[src/hdl/rcpf_pkg.sv]
package rcpf_pkg;

	// Analog levels in tenths of a millivolt, kept for reference; the selection logic does not use them.
	localparam int OC1_STARTUP_MV_X10 = 5500;
	localparam int OC1_BURST_MV_X10 = 7500;
	localparam int OC1_NORM_MV_X10 = 4275;

	localparam int CLK_HZ = 50_000_000;
	localparam int SS_STEP_US = 512;
	localparam int SS_STEP_CYCLES = (SS_STEP_US * (CLK_HZ / 1_000_000));
	localparam int RESTART_BREAK_MS = 1000;
	localparam int RESTART_BREAK_CYCLES = RESTART_BREAK_MS * (CLK_HZ / 1000);
	localparam int OLP_QUAL_CYCLES = 1_000_000;
	localparam int OVERCURRENT_FAULT_LIMIT = 8;

	// Register offsets on the plain port.
	localparam logic [3:0] REG_CTRL = 4'h0;
	localparam logic [3:0] REG_STATUS = 4'h1;
	localparam logic [3:0] REG_IRQ_STAT = 4'h2;
	localparam logic [3:0] REG_IRQ_MASK = 4'h3;
	localparam logic [3:0] REG_OLP_THR = 4'h4;
	localparam logic [3:0] REG_OC_FREQ = 4'h5;
	localparam logic [3:0] REG_ACC_LOG2 = 4'h6;
	localparam logic [3:0] REG_FREQ = 4'h7;

	localparam logic [15:0] OLP_THR_RESET = 16'hC000;
	localparam logic [15:0] OC_FREQ_RESET = 16'hF000;
	localparam logic [15:0] FREQ_MAX = 16'hFFFF;
	localparam logic [15:0] SS_STEP_INIT = 16'h0800;
	localparam logic [15:0] SS_STEP_MIN = 16'h0010;
	localparam logic [15:0] OC_STEP_DOWN = 16'h0040;
	localparam logic [3:0] ACC_LOG2_RESET = 4'h4;

	// Interrupt status bit positions.
	localparam int IRQ_OPEN_LOOP = 0;
	localparam int IRQ_OVERLOAD = 1;
	localparam int IRQ_OC1_LIMIT = 2;
	localparam int IRQ_OC2 = 3;
	localparam int IRQ_CCM = 4;
	localparam int IRQ_WIDTH = 5;

	typedef enum logic [1:0] {OC1_SEL_STARTUP, OC1_SEL_BURST, OC1_SEL_NORM,
		OC1_SEL_NONE} rcpf_oc1_sel_type;

	typedef enum {HB_OFF, HB_SOFTSTART, HB_NORMAL, HB_RESTART} rcpf_hb_state_type;
	typedef enum {PF_OFF, PF_OLCHECK, PF_SOFTSTART, PF_NORMAL, PF_PAUSE,
		PF_RESTART} rcpf_pf_state_type;
	typedef enum {SYS_INIT, SYS_RUN} rcpf_sys_state_type;

	typedef struct packed {
		logic [3:0] addr;
		logic [15:0] wdata;
		logic wr;
		logic rd;
	} rcpf_bus_req_type;

	typedef struct packed {
		logic bus_open_loop;
		logic bus_near_rated;
		logic bus_at_rated;
		logic bus_overvoltage_soft;
		logic bus_overvoltage_hard;
		logic continuous_conduction;
	} rcpf_pfc_sense_type;

endpackage

[src/hdl/rcpf_top.sv]
`timescale 1ns/100ps
`default_nettype none
module rcpf_top
	import rcpf_pkg::*;
#(
	parameter int RESTART_CYCLES = RESTART_BREAK_CYCLES,
	parameter int QUAL_CYCLES = OLP_QUAL_CYCLES,
	parameter int STEP_CYCLES = SS_STEP_CYCLES,
	parameter int FAULT_LIMIT = OVERCURRENT_FAULT_LIMIT
) (
	input wire logic clk,
	input wire logic rst_b,
	input wire logic clk_en,
	input wire logic supply_good,
	input wire logic burst_exit,
	input wire logic hb_cycle_end,
	input wire logic fb_sample_valid,
	input wire logic [15:0] hb_feedback_voltage,
	input wire logic [15:0] vco_freq,
	input wire logic oc1_cmp_startup,
	input wire logic oc1_cmp_burst,
	input wire logic oc1_cmp_norm,
	input wire logic hb_overcurrent_level2,
	input wire rcpf_pfc_sense_type pfc_sense,
	input wire logic pfc_gate_req,
	input wire rcpf_bus_req_type bus_req,
	output logic [15:0] rdata,
	output logic irq,
	output logic pfc_gate,
	output logic pfc_enabled,
	output logic pfc_integ_limit,
	output logic hb_gate_en,
	output logic [15:0] hb_freq,
	output logic hb_freq_override,
	output logic [1:0] oc1_threshold_sel,
	output logic setup_load
);

	// The episode counter is four bits wide and must reach one past the
	// limit without wrapping; every cycle count needs at least one cycle.
	if (FAULT_LIMIT < 1 || FAULT_LIMIT > 14 || STEP_CYCLES < 1 ||
		QUAL_CYCLES < 1 || RESTART_CYCLES < 1) begin : g_param_check
		$error("rcpf_top: parameter out of range");
	end

	function automatic logic [15:0] sat_sub(input logic [15:0] a,
		input logic [15:0] b);
		sat_sub = (a > b) ? a - b : 16'h0000;
	endfunction

	////////////////////////////////////////////////////////////////////////
	// Registers.

	logic [1:0] ctrl;
	logic [IRQ_WIDTH-1:0] irq_stat;
	logic [IRQ_WIDTH-1:0] irq_mask;
	logic [15:0] olp_thr;
	logic [15:0] oc_freq;
	logic [3:0] acc_log2;
	logic [IRQ_WIDTH-1:0] irq_event;
	rcpf_hb_state_type hb_state;
	rcpf_pf_state_type pf_state;
	rcpf_sys_state_type sys_state;
	logic oc_active;
	logic [3:0] oc_count;

	wire wr_ctrl = bus_req.wr && bus_req.addr == REG_CTRL;
	wire wr_clr = bus_req.wr && bus_req.addr == REG_IRQ_STAT;
	wire wr_mask = bus_req.wr && bus_req.addr == REG_IRQ_MASK;
	wire wr_thr = bus_req.wr && bus_req.addr == REG_OLP_THR;
	wire wr_ocf = bus_req.wr && bus_req.addr == REG_OC_FREQ;
	wire wr_acc = bus_req.wr && bus_req.addr == REG_ACC_LOG2;
	wire [15:0] status_word = {8'h00, oc_active, hb_overcurrent_level2,
		2'(hb_state), 1'b0, 3'(pf_state)};
	// An event in the same cycle as a clear wins, so no event is lost.
	wire [IRQ_WIDTH-1:0] next_irq_stat =
		(irq_stat & ~(wr_clr ? bus_req.wdata[IRQ_WIDTH-1:0] : '0)) | irq_event;
	logic [15:0] next_rdata;
	always_comb begin
		case (bus_req.addr)
		REG_CTRL: next_rdata = {14'h0000, ctrl};
		REG_STATUS: next_rdata = status_word;
		REG_IRQ_STAT: next_rdata = 16'(irq_stat);
		REG_IRQ_MASK: next_rdata = 16'(irq_mask);
		REG_OLP_THR: next_rdata = olp_thr;
		REG_OC_FREQ: next_rdata = oc_freq;
		REG_ACC_LOG2: next_rdata = {12'h000, acc_log2};
		REG_FREQ: next_rdata = hb_freq;
		default: next_rdata = 16'h0000;
		endcase
	end

	always_ff @(posedge clk or negedge rst_b) begin
		if (!rst_b) begin
			ctrl <= 2'h0;
			irq_stat <= '0;
			irq_mask <= '0;
			olp_thr <= OLP_THR_RESET;
			oc_freq <= OC_FREQ_RESET;
			acc_log2 <= ACC_LOG2_RESET;
			rdata <= 16'h0000;
		end else if (clk_en) begin
			irq_stat <= next_irq_stat;
			rdata <= bus_req.rd ? next_rdata : 16'h0000;
			if (wr_ctrl)
				ctrl <= bus_req.wdata[1:0];
			if (wr_mask)
				irq_mask <= bus_req.wdata[IRQ_WIDTH-1:0];
			if (wr_thr)
				olp_thr <= bus_req.wdata;
			if (wr_ocf)
				oc_freq <= bus_req.wdata;
			if (wr_acc)
				acc_log2 <= bus_req.wdata[3:0];
		end
	end
	assign irq = |(irq_stat & irq_mask);

	////////////////////////////////////////////////////////////////////////
	// Initialisation and system auto-restart.

	logic hb_trip;
	logic sys_restart;
	logic hb_break_done;
	logic [31:0] hb_break_cnt;
	logic [31:0] pf_break_cnt;
	wire pfc_ccm_trip = pf_state == PF_NORMAL && pfc_sense.continuous_conduction;
	// Setup values are loaded for as long as init lasts, from reset until supply_good
	// is seen high; both stages may only be enabled once the run state has been reached.
	assign setup_load = sys_state == SYS_INIT;

	always_ff @(posedge clk or negedge rst_b) begin
		if (!rst_b)
			sys_state <= SYS_INIT;
		else if (clk_en) begin
			if (!supply_good)
				sys_state <= SYS_INIT;
			else
				sys_state <= SYS_RUN;
		end
	end
	wire run = sys_state == SYS_RUN;

	////////////////////////////////////////////////////////////////////////
	// Half-bridge: softstart stepping, averaging and protections.

	logic [15:0] ss_step;
	logic [31:0] step_cnt;
	// The window holds up to 2^15 samples, so the sum and the sample
	// count are sized for the largest setting of the window register.
	logic [30:0] acc_sum;
	logic [14:0] acc_n;
	logic [15:0] fb_avg;
	logic [31:0] qual_cnt;
	// Leaving burst mode takes precedence; the normal level never applies
	// in softstart or while burst mode is being left.
	wire oc1_sel_startup = hb_state == HB_SOFTSTART && !burst_exit;
	wire oc1_sel_burst = burst_exit;
	wire oc1_sel_norm = hb_state == HB_NORMAL && !burst_exit;
	assign oc1_threshold_sel = oc1_sel_burst ? 2'(OC1_SEL_BURST) :
		oc1_sel_startup ? 2'(OC1_SEL_STARTUP) :
		oc1_sel_norm ? 2'(OC1_SEL_NORM) : 2'(OC1_SEL_NONE);
	wire oc1_hit = (oc1_sel_burst && oc1_cmp_burst) ||
		(oc1_sel_startup && oc1_cmp_startup) ||
		(oc1_sel_norm && oc1_cmp_norm);
	wire oc1_event = hb_cycle_end && oc1_hit;
	wire oc1_limit = oc1_event && oc_count >= 4'(FAULT_LIMIT);
	wire avg_high = fb_avg > olp_thr;
	wire qual_done = qual_cnt >= 32'(QUAL_CYCLES - 1);
	// One trip serves open loop and overload alike; which flag is raised
	// depends on whether an overcurrent episode is in progress.
	wire olp_trip = hb_state == HB_NORMAL && avg_high && qual_done;
	wire oc2_trip = run && hb_overcurrent_level2;
	// Any of the three trips stops both converters at once.
	assign sys_restart = oc2_trip || oc1_limit || olp_trip;
	assign hb_trip = sys_restart;
	assign hb_break_done = hb_break_cnt >= 32'(RESTART_CYCLES - 1);
	wire [15:0] next_freq_ss = sat_sub(hb_freq, ss_step);
	wire [15:0] next_freq_oc = sat_sub(hb_freq, OC_STEP_DOWN);
	wire [30:0] next_acc = acc_sum + 31'(hb_feedback_voltage);
	wire [14:0] acc_last = 15'((32'd1 << acc_log2) - 32'd1);

	always_ff @(posedge clk or negedge rst_b) begin
		if (!rst_b) begin
			hb_state <= HB_OFF;
			hb_freq <= FREQ_MAX;
			ss_step <= SS_STEP_INIT;
			step_cnt <= '0;
			hb_break_cnt <= '0;
		end else if (clk_en) begin
			case (hb_state)
			HB_OFF: begin
				hb_freq <= FREQ_MAX;
				hb_break_cnt <= '0;
				ss_step <= SS_STEP_INIT;
				step_cnt <= '0;
				if (run && ctrl[0] == 1'b0)
					hb_state <= HB_SOFTSTART;
			end
			HB_SOFTSTART: begin
				if (hb_trip)
					hb_state <= HB_RESTART;
				else if (oc_active)
					hb_freq <= oc_freq;
				else if (vco_freq >= hb_freq)
					hb_state <= HB_NORMAL;
				else if (step_cnt >= 32'(STEP_CYCLES - 1)) begin
					step_cnt <= '0;
					hb_freq <= next_freq_ss;
					if (ss_step > SS_STEP_MIN)
						ss_step <= ss_step >> 1;
				end else
					step_cnt <= step_cnt + 32'd1;
			end
			HB_NORMAL: begin
				if (hb_trip)
					hb_state <= HB_RESTART;
				else if (oc1_event)
					hb_freq <= oc_freq;
				else if (oc_active)
					hb_freq <= next_freq_oc;
				else
					hb_freq <= vco_freq;
			end
			HB_RESTART: begin
				hb_freq <= FREQ_MAX;
				ss_step <= SS_STEP_INIT;
				step_cnt <= '0;
				hb_break_cnt <= hb_break_cnt + 32'd1;
				if (hb_break_done) begin
					hb_break_cnt <= '0;
					hb_state <= HB_SOFTSTART;
				end
			end
			default: hb_state <= HB_OFF;
			endcase
			// A supply drop parks the bridge in the same cycle that init is
			// entered, so init never sees the gates enabled.
			if (!run || !supply_good) begin
				hb_state <= HB_OFF;
				hb_freq <= FREQ_MAX;
			end
		end
	end
	assign hb_gate_en = hb_state == HB_SOFTSTART || hb_state == HB_NORMAL;
	assign hb_freq_override = oc_active;

	// Every clean cycle end clears the episode count, but it ends an episode only once
	// vco_freq is above hb_freq or the bridge is not in HB_NORMAL, so only unbroken runs of episodes reach the limit.

	always_ff @(posedge clk or negedge rst_b) begin
		if (!rst_b) begin
			oc_active <= 1'b0;
			oc_count <= 4'h0;
		end else if (clk_en) begin
			if (!hb_gate_en) begin
				oc_active <= 1'b0;
				oc_count <= 4'h0;
			end else if (oc1_event) begin
				oc_active <= 1'b1;
				oc_count <= oc_count + 4'h1;
			end else if (hb_cycle_end) begin
				oc_count <= 4'h0;
				if (oc_active && (vco_freq > hb_freq || hb_state != HB_NORMAL))
					oc_active <= 1'b0;
			end
		end
	end

	always_ff @(posedge clk or negedge rst_b) begin
		if (!rst_b) begin
			acc_sum <= '0;
			acc_n <= '0;
			fb_avg <= 16'h0000;
			qual_cnt <= '0;
		end else if (clk_en) begin
			if (hb_state != HB_NORMAL) begin
				acc_sum <= '0;
				acc_n <= '0;
				fb_avg <= 16'h0000;
				qual_cnt <= '0;
			end else begin
				if (fb_sample_valid) begin
					if (acc_n == acc_last) begin
						fb_avg <= 16'(next_acc >> acc_log2);
						acc_sum <= '0;
						acc_n <= '0;
					end else begin
						acc_sum <= next_acc;
						acc_n <= acc_n + 15'h0001;
					end
				end
				if (!avg_high)
					qual_cnt <= '0;
				else if (!qual_done)
					qual_cnt <= qual_cnt + 32'd1;
			end
		end
	end

	////////////////////////////////////////////////////////////////////////
	// Power-factor stage flow.

	always_ff @(posedge clk or negedge rst_b) begin
		if (!rst_b) begin
			pf_state <= PF_OFF;
			pf_break_cnt <= '0;
		end else if (clk_en) begin
			case (pf_state)
			PF_OFF: begin
				pf_break_cnt <= '0;
				if (run && ctrl[1] == 1'b0)
					pf_state <= PF_OLCHECK;
			end
			PF_OLCHECK:
				if (!pfc_sense.bus_open_loop)
					pf_state <= PF_SOFTSTART;
			PF_SOFTSTART:
				if (pfc_sense.bus_near_rated)
					pf_state <= PF_NORMAL;
			PF_NORMAL:
				if (pfc_ccm_trip)
					pf_state <= PF_RESTART;
				else if (pfc_sense.bus_overvoltage_soft ||
					pfc_sense.bus_overvoltage_hard)
					pf_state <= PF_PAUSE;
			PF_PAUSE:
				if (pfc_sense.bus_at_rated)
					pf_state <= PF_NORMAL;
			PF_RESTART: begin
				pf_break_cnt <= pf_break_cnt + 32'd1;
				if (pf_break_cnt >= 32'(RESTART_CYCLES - 1)) begin
					pf_break_cnt <= '0;
					pf_state <= PF_SOFTSTART;
				end
			end
			default: pf_state <= PF_OFF;
			endcase
			// A stage that software holds off stays off through a restart.
			if (!run || !supply_good)
				pf_state <= PF_OFF;
			else if (sys_restart && pf_state != PF_OFF)
				pf_state <= PF_RESTART;
		end
	end
	assign pfc_enabled = pf_state != PF_OFF;
	assign pfc_integ_limit = pf_state == PF_SOFTSTART;
	assign pfc_gate = (pf_state == PF_SOFTSTART || pf_state == PF_NORMAL) &&
		pfc_gate_req;

	assign irq_event = {pfc_ccm_trip, oc2_trip, oc1_limit,
		olp_trip && oc_active, olp_trip && !oc_active};

endmodule // rcpf_top
`default_nettype wire

[config.mk]
export PLATFORM = sky130hd
export DESIGN_NAME = rcpf_top
export DESIGN_NICKNAME = d
export VERILOG_FILES = /design/src/hdl/rcpf_pkg.sv /design/src/hdl/rcpf_top.sv
export SDC_FILE = /design/constraint.sdc
export NUM_CORES = 1
export LEC_CHECK = 0
export BUFFER_PORTS_ARGS = -buffer_cell sky130_fd_sc_hd__buf_2
export CAP_MARGIN = 20
export CORE_MARGIN = 2
export CORE_UTILIZATION = 35
export DETAILED_ROUTE_END_ITERATION = 16
export HOLD_SLACK_MARGIN = 0.15
export PLACE_DENSITY = 0.53
export SKIP_LAST_GASP = 1
export SLEW_MARGIN = 20
export SYNTH_ARGS = -nofsm -noshare
export SYNTH_HDL_FRONTEND = slang
export SYNTH_SLANG_ARGS = --single-unit
[constraint.sdc]
create_clock -name clk -period 7.84 [get_ports clk]
set_input_delay 1.568 -clock clk [delete_from_list [all_inputs] [get_ports clk]]
set_output_delay 1.568 -clock clk [all_outputs]
set_load 0.01 [all_outputs]
=== Word level (Yosys, flattened, before mapping) ===
Index checks and enable logic that the tools add are counted.

* Output and inout bits: 41
* Bits of input ports: 72
* Logic and storage cells: 232
* Bits in registers: 387

* Shifts and indexed selects: 2
* $add $sub $neg: 10
* Reduce and logical (&&, ||, !) cells: 67
* Bitwise logic cells: 6
* Eq/ne operators: 45
* $lt $le $gt $ge: 11
* Muxes and demuxes: 70

{| class="wikitable"
|+ Operators by type and width
! operator !! count
|-
| 32-bit 2-to-1 mux || 25
|-
| 16-bit 2-to-1 mux || 19
|-
| 32-bit by 2-bit == test with 1-bit output (second input constant) || 6
|-
| 32-bit one-hot mux with 2 select lines || 3
|-
| 32-bit one-hot mux with 6 select lines || 1
|-
| 32-bit by 3-bit == test with 1-bit output (second input constant) || 5
|-
| 32-bit by 1-bit adder with 32-bit output (second input constant) || 4
|-
| 16-bit one-hot mux with 8 select lines || 1
|-
| 32-bit one-hot mux with 4 select lines || 1
|-
| 32-bit logical NOT || 3
|-
| 31-bit 2-to-1 mux || 3
|-
| 32-bit by 1-bit == test with 1-bit output (second input constant) || 2
|-
| 32-bit by 26-bit >= comparator with 1-bit output (second input constant) || 2
|-
| 16-bit greater-than comparator || 3
|-
| 16-bit one-hot mux with 3 select lines || 1
|-
| 15-bit 2-to-1 mux || 3
|-
| 4-bit != test (second input constant) || 9
|-
| 32-bit by 15-bit >= comparator with 1-bit output (second input constant) || 1
|-
| 32-bit by 20-bit >= comparator with 1-bit output (second input constant) || 1
|-
| 32-bit by 3-bit != test with 1-bit output (second input constant) || 1
|-
| 16-bit one-hot mux with 2 select lines || 1
|-
| 32-bit nonzero test || 1
|-
| 31-bit by 16-bit adder with 31-bit output || 1
|-
| 31-bit by 4-bit right shift with 16-bit output || 1
|-
| 40 further kinds || 113
|}

=== Logic depth before layout (Yosys ltp) ===
* Depth in word-level cells: 12
* Depth in mapped cells: 18
* Mapped depth without buffers: 13

=== Least setup slack after synthesis ===
OpenSTA, ideal clock, no wires.

* Kind: input -> register
* Start point: input hb_feedback_voltage[0]
* End point: register fb_avg[9]
* Stages: 11
* Path buffers: 0
* Path slack: 3.548 ns
* Setup time: 0.126 ns
* Arrival time: 4.166 ns
* Data required time: 7.714 ns
* Path through: ha_1 > fa_1 > a21o_1 > a221oi_2 > o21ai_2 > a21oi_1 > xnor2_1 > mux2_2 > mux4_2 > a221oi_1 > o21ai_1

* Longest elaborated chain between the ends: 5

{| class="wikitable"
|+ RTL lines
! element !! RTL line !! text
|-
| start: declaration || rcpf_top.sv:18 || <nowiki>input wire logic [15:0] hb_feedback_voltage,</nowiki>
|-
| 31-bit by 16-bit adder with 31-bit output || rcpf_top.sv:180 || <nowiki>wire [30:0] next_acc = acc_sum + 31'(hb_feedback_voltage);</nowiki>
|-
| 31-bit by 4-bit right shift with 16-bit output || rcpf_top.sv:285 || <nowiki>fb_avg <= 16'(next_acc >> acc_log2);</nowiki>
|-
| 16-bit 2-to-1 mux || rcpf_top.sv:284 || <nowiki>if (acc_n == acc_last) begin</nowiki>
|-
| 16-bit 2-to-1 mux || rcpf_top.sv:283 || <nowiki>if (fb_sample_valid) begin</nowiki>
|-
| 16-bit 2-to-1 mux || rcpf_top.sv:277 || <nowiki>if (hb_state != HB_NORMAL) begin</nowiki>
|-
| end signal: assignment || rcpf_top.sv:285 ||
|-
| end: declaration || rcpf_top.sv:153 || <nowiki>logic [15:0] fb_avg;</nowiki>
|}

Every way passes these cells. The select of a mux whose other input is x is not followed.
A chain may end at the register's enable or synchronous reset.

=== Worst setup path after layout ===
* Start point: register acc_log2[1]
* End point: register fb_avg[8]

* Longest elaborated chain between the ends: 5
* Elaborated cells between the ends (all ways): 9
* Classes of those cells: add/sub: 1; eq/ne: 1; shift: 2; mux: 3; reduce/logical: 2

{| class="wikitable"
|+ RTL lines
! element !! RTL line !! text
|-
| start: declaration || rcpf_top.sv:59 || <nowiki>logic [3:0] acc_log2;</nowiki>
|-
| start signal: assignment || rcpf_top.sv:114 || <nowiki>acc_log2 <= bus_req.wdata[3:0];</nowiki>
|-
| 1-bit by 4-bit left shift with 15-bit output || rcpf_top.sv:181 || <nowiki>wire [14:0] acc_last = 15'((32'd1 << acc_log2) - 32'd1);</nowiki>
|-
| 15-bit by 1-bit subtractor with 15-bit output || rcpf_top.sv:181 ||
|-
| 15-bit == test || rcpf_top.sv:284 ||
|-
| 2-bit nonzero test (no source line) || -- ||
|-
| 3-bit AND reduction (no source line) || -- ||
|}

Parallel ways exist; a longest one is shown, timed or not. The select of a mux whose other input is x is not followed.

==> results.toml <==
[logic_synthesis]
yosys.area.top_type = "dfrtp_1"
synth_xor_area_share_pct = 4.34
yosys-top-cells-count = "269 x dfrtp_1, 216 x nand2_1, 187 x o21ai_0"
synth_area_leaders = "dfrtp_1 35%, ha_1 4.9%, o21ai_0 4.9%"
yosysUniqueCellTypes = 96
async_reset_ff_share_pct = 100
syn_area_per_cell_um2 = 8.85
ys_seq_area_share_pct = 38.4
yosysMostFrequentCell = "dfrtp_1"
synth_seq_cells = 293
yosysWarnings = 0
synthesis.nets = 2312
synth-compound-area-share_pct = 21.9
synth_top_cell_area_share_pct = 35.1
synth_edf_count = 0
muxShareOfSynthArea_pct = 7.13
synth_top_family_by_area = "compound AO/OA/AOI/OAI gates"
synthAdderAreaFrac_pct = 5.11
netlist_area_um2 = 19200
synthSimpleGateAreaFrac_pct = 18.8
ys.flop_type = "dfrtp_1"
synth_cells = 2163

[timing]
skew_ns = 0.0164
rsz0062_at_grt = "no"
worst_slew_pin_slew_ns = 1.01
slew_viol_final = 0
fmax_ghz = 0.205
fin_crit_ns = 4.88
setup_tns_ns = 0
finalSetupViolCount = 0
post-route-period-util_pct = 62.3
hold_viol_final = 0
hold_ws_ns = 0.475
slew-limit-headroom_pct = 31.8

[setup_path]
critPathLaunchType = "flop"
setup.worst_path.start = "acc_log2[1]"
path_max_fanout = 40
r2r_cells = 14
cp_data_required_time_ns = 8.26
end_kind = "flop"
path_class = "flop to flop"
worstReg2RegStart = "acc_log2[1]"
worstPathArrival_ns = 5.30

[die]
die_area_um2 = 56600
start_util_pct = 35.5
core_um2 = 53900
die_h_um = 238
pin_count = 113
std_cell_rows = 85
die_x_um = 238

[cells_and_area]
syn_to_final_growth_pct = 12.8
nets = 2374
fill_cells = 5342
drive_above_1_share_pct = 14.5

[clocking]
cts_tree = "done"
postCtsSetupBuffers = 0
clk_pin_slew_ns = 0.06
cts_buffers = 38
clockBufferDepth = 3
root_buffer = "clkbuf_16"
clock_latency_ns = 0.56
clock_sinks = 293
cts_hold_buf = 0
htreeDepth = 2
cts_resized = 0

[drt]
viasPerCell = 5.70
drc = 0
drtIter0Drc = 1304
wire_per_inst_um = 19.9
drtAntennaViolNets = 0
first_pass_iters = 8
num_vias = 16800
finalWirelength_mm = 58.8

[global_routing]
antenna_found_initial = 2
grt_pass1_vias = 16600
grt_pass1_wl_mm = 93.9
grt_max_degree = 107
grt_use_total_pct = 20.7
grt-ovfl-total = 0

[min_path]
min_path_cells = 1
worstHoldPathType = "flop to flop"
min_from = "step_cnt[30]"

[placement]
portBuffers = 112
dp_hpwl_mm = 42.3
gp_congestion = 0.905

[pwr]
ir_drop_mv = 0.141
leakagePower_nw = 9.46
powerDensity_nw_per_um2 = 212

[job]
maxCapViolCount = 0

[status]
outcome = "finished clean"
[worst paths after layout]
| path | to | slack, ns |
|---|---|---|
| min in group asynchronous | pf_break_cnt[21] | 1.08 |
| max in group asynchronous | pf_break_cnt[0] | 5.54 |
| worst max register to register | fb_avg[8] | 2.96 |
| worst min-delay path | step_cnt[30] | 0.47 |
| worst min register to register | step_cnt[30] | 0.47 |
| worst max-delay path | fb_avg[8] | 2.96 |
[critical path: stages, from the launching register on]
cell      delay (ns)
dfrtp_1         0.38
buf_4           0.28
inv_2           0.59
nand3_1         0.15
ha_1            0.40
or3_1           0.42
a21o_1          0.17
and3_1          0.16
nor4_1          0.28
nand4_1         0.24
o21ai_2         0.17
buf_4           0.38
and2_0          0.71
o32ai_1         0.20
o21bai_1        0.19
[area by class of cell]
cell class | instances | area, um^2 | area share, %
timing repair buffer | 137 | 771 | 3.57
sequential | 293 | 7360 | 34.1
clock inverter | 12 | 151 | 0.701
clock buffer | 54 | 1120 | 5.19
antenna | 4 | 10.0 | 0.0463
inverter | 88 | 330 | 1.53
multi-input combinational | 1667 | 11000 | 50.9
tap | 696 | 871 | 4.03
[logic make-up after synthesis]
group           count (synthesis)
buf+inv                       203
compound gates                626
simple gates                  753
mux                           117
flops                         293
fa+ha+maj                      77
xor+xnor                       94
[routing by layer]
metal / global-route usage [%] / part of all wire [%] / vias to the layer above / wire, um
met5: 0 / 0.046 / - / 27
met3: 3.12 / 4.9 / 105 / 2860
met1: 28.6 / 47 / 8249 / 27400
met2: 32.6 / 45 / 412 / 26400
met4: 7.93 / 3.6 / 4 / 2090
li1: - / - / 8047 / -
[power by group]
| group | total [mW] | internal [mW] | leakage (nW) | switching, mW |
|---|---|---|---|---|
| combinational | 1.05 | 0.388 | 4.88 | 0.661 |
| sequential | 1.73 | 1.61 | 3.95 | 0.118 |
| clock | 1.80 | 1.09 | 0.624 | 0.705 |
| total | 4.57 | 3.09 | 9.46 | 1.48 |
[placed cells by master (no fill, tap or decap), types with 10 or more instances in the layout]
master,netlist,routed
nand3_1,92,92
o31ai_1,47,47
o41ai_1,11,10
a21oi_1,113,113
and3_1,39,39
o21a_1,16,16
nor3_1,40,39
nor2b_1,30,30
a31oi_1,29,29
o211ai_1,12,12
nor2_1,186,186
a21o_1,25,25
inv_1,83,83
xor2_1,47,47
ha_1,75,75
dfrtp_1,269,269
nor4_1,21,21
nand2_1,216,216
buf_4,4,24
a22oi_1,12,12
dfstp_2,24,24
mux2_2,55,55
and2_1,28,28
buf_2,21,111
mux4_2,10,10
or3_1,12,12
nand2b_1,19,19
clkbuf_16,0,39
mux2i_1,52,52
xnor2_1,46,46
nand4_1,31,31
o2bb2ai_1,25,25
o21ai_0,187,187
[state kept, by name (all words and copies together) (netlist names), 31 cells and up]
signal,cells
acc_sum,31
hb_break_cnt,32
pf_break_cnt,32
qual_cnt,32
step_cnt,32
[per-stage QoR]
step | total power, mW | instance area, um^2 | worst slack (ns) | std cells | util, %
finish | 4.57 | 21600 | 2.96 | 2951 | 40.1
floorplan | 2.44 | 19200 | 3.55 | 2163 | -
CTS | 4.62 | 21600 | 2.97 | 2947 | 40.1
detailed placement | 2.79 | 20300 | 2.75 | 2881 | 37.7
global placement | 2.78 | 20300 | 2.82 | 2881 | 37.7
global route | 4.79 | 21600 | 2.62 | 2947 | 40.1
Power figures use the tool's default switching activity.
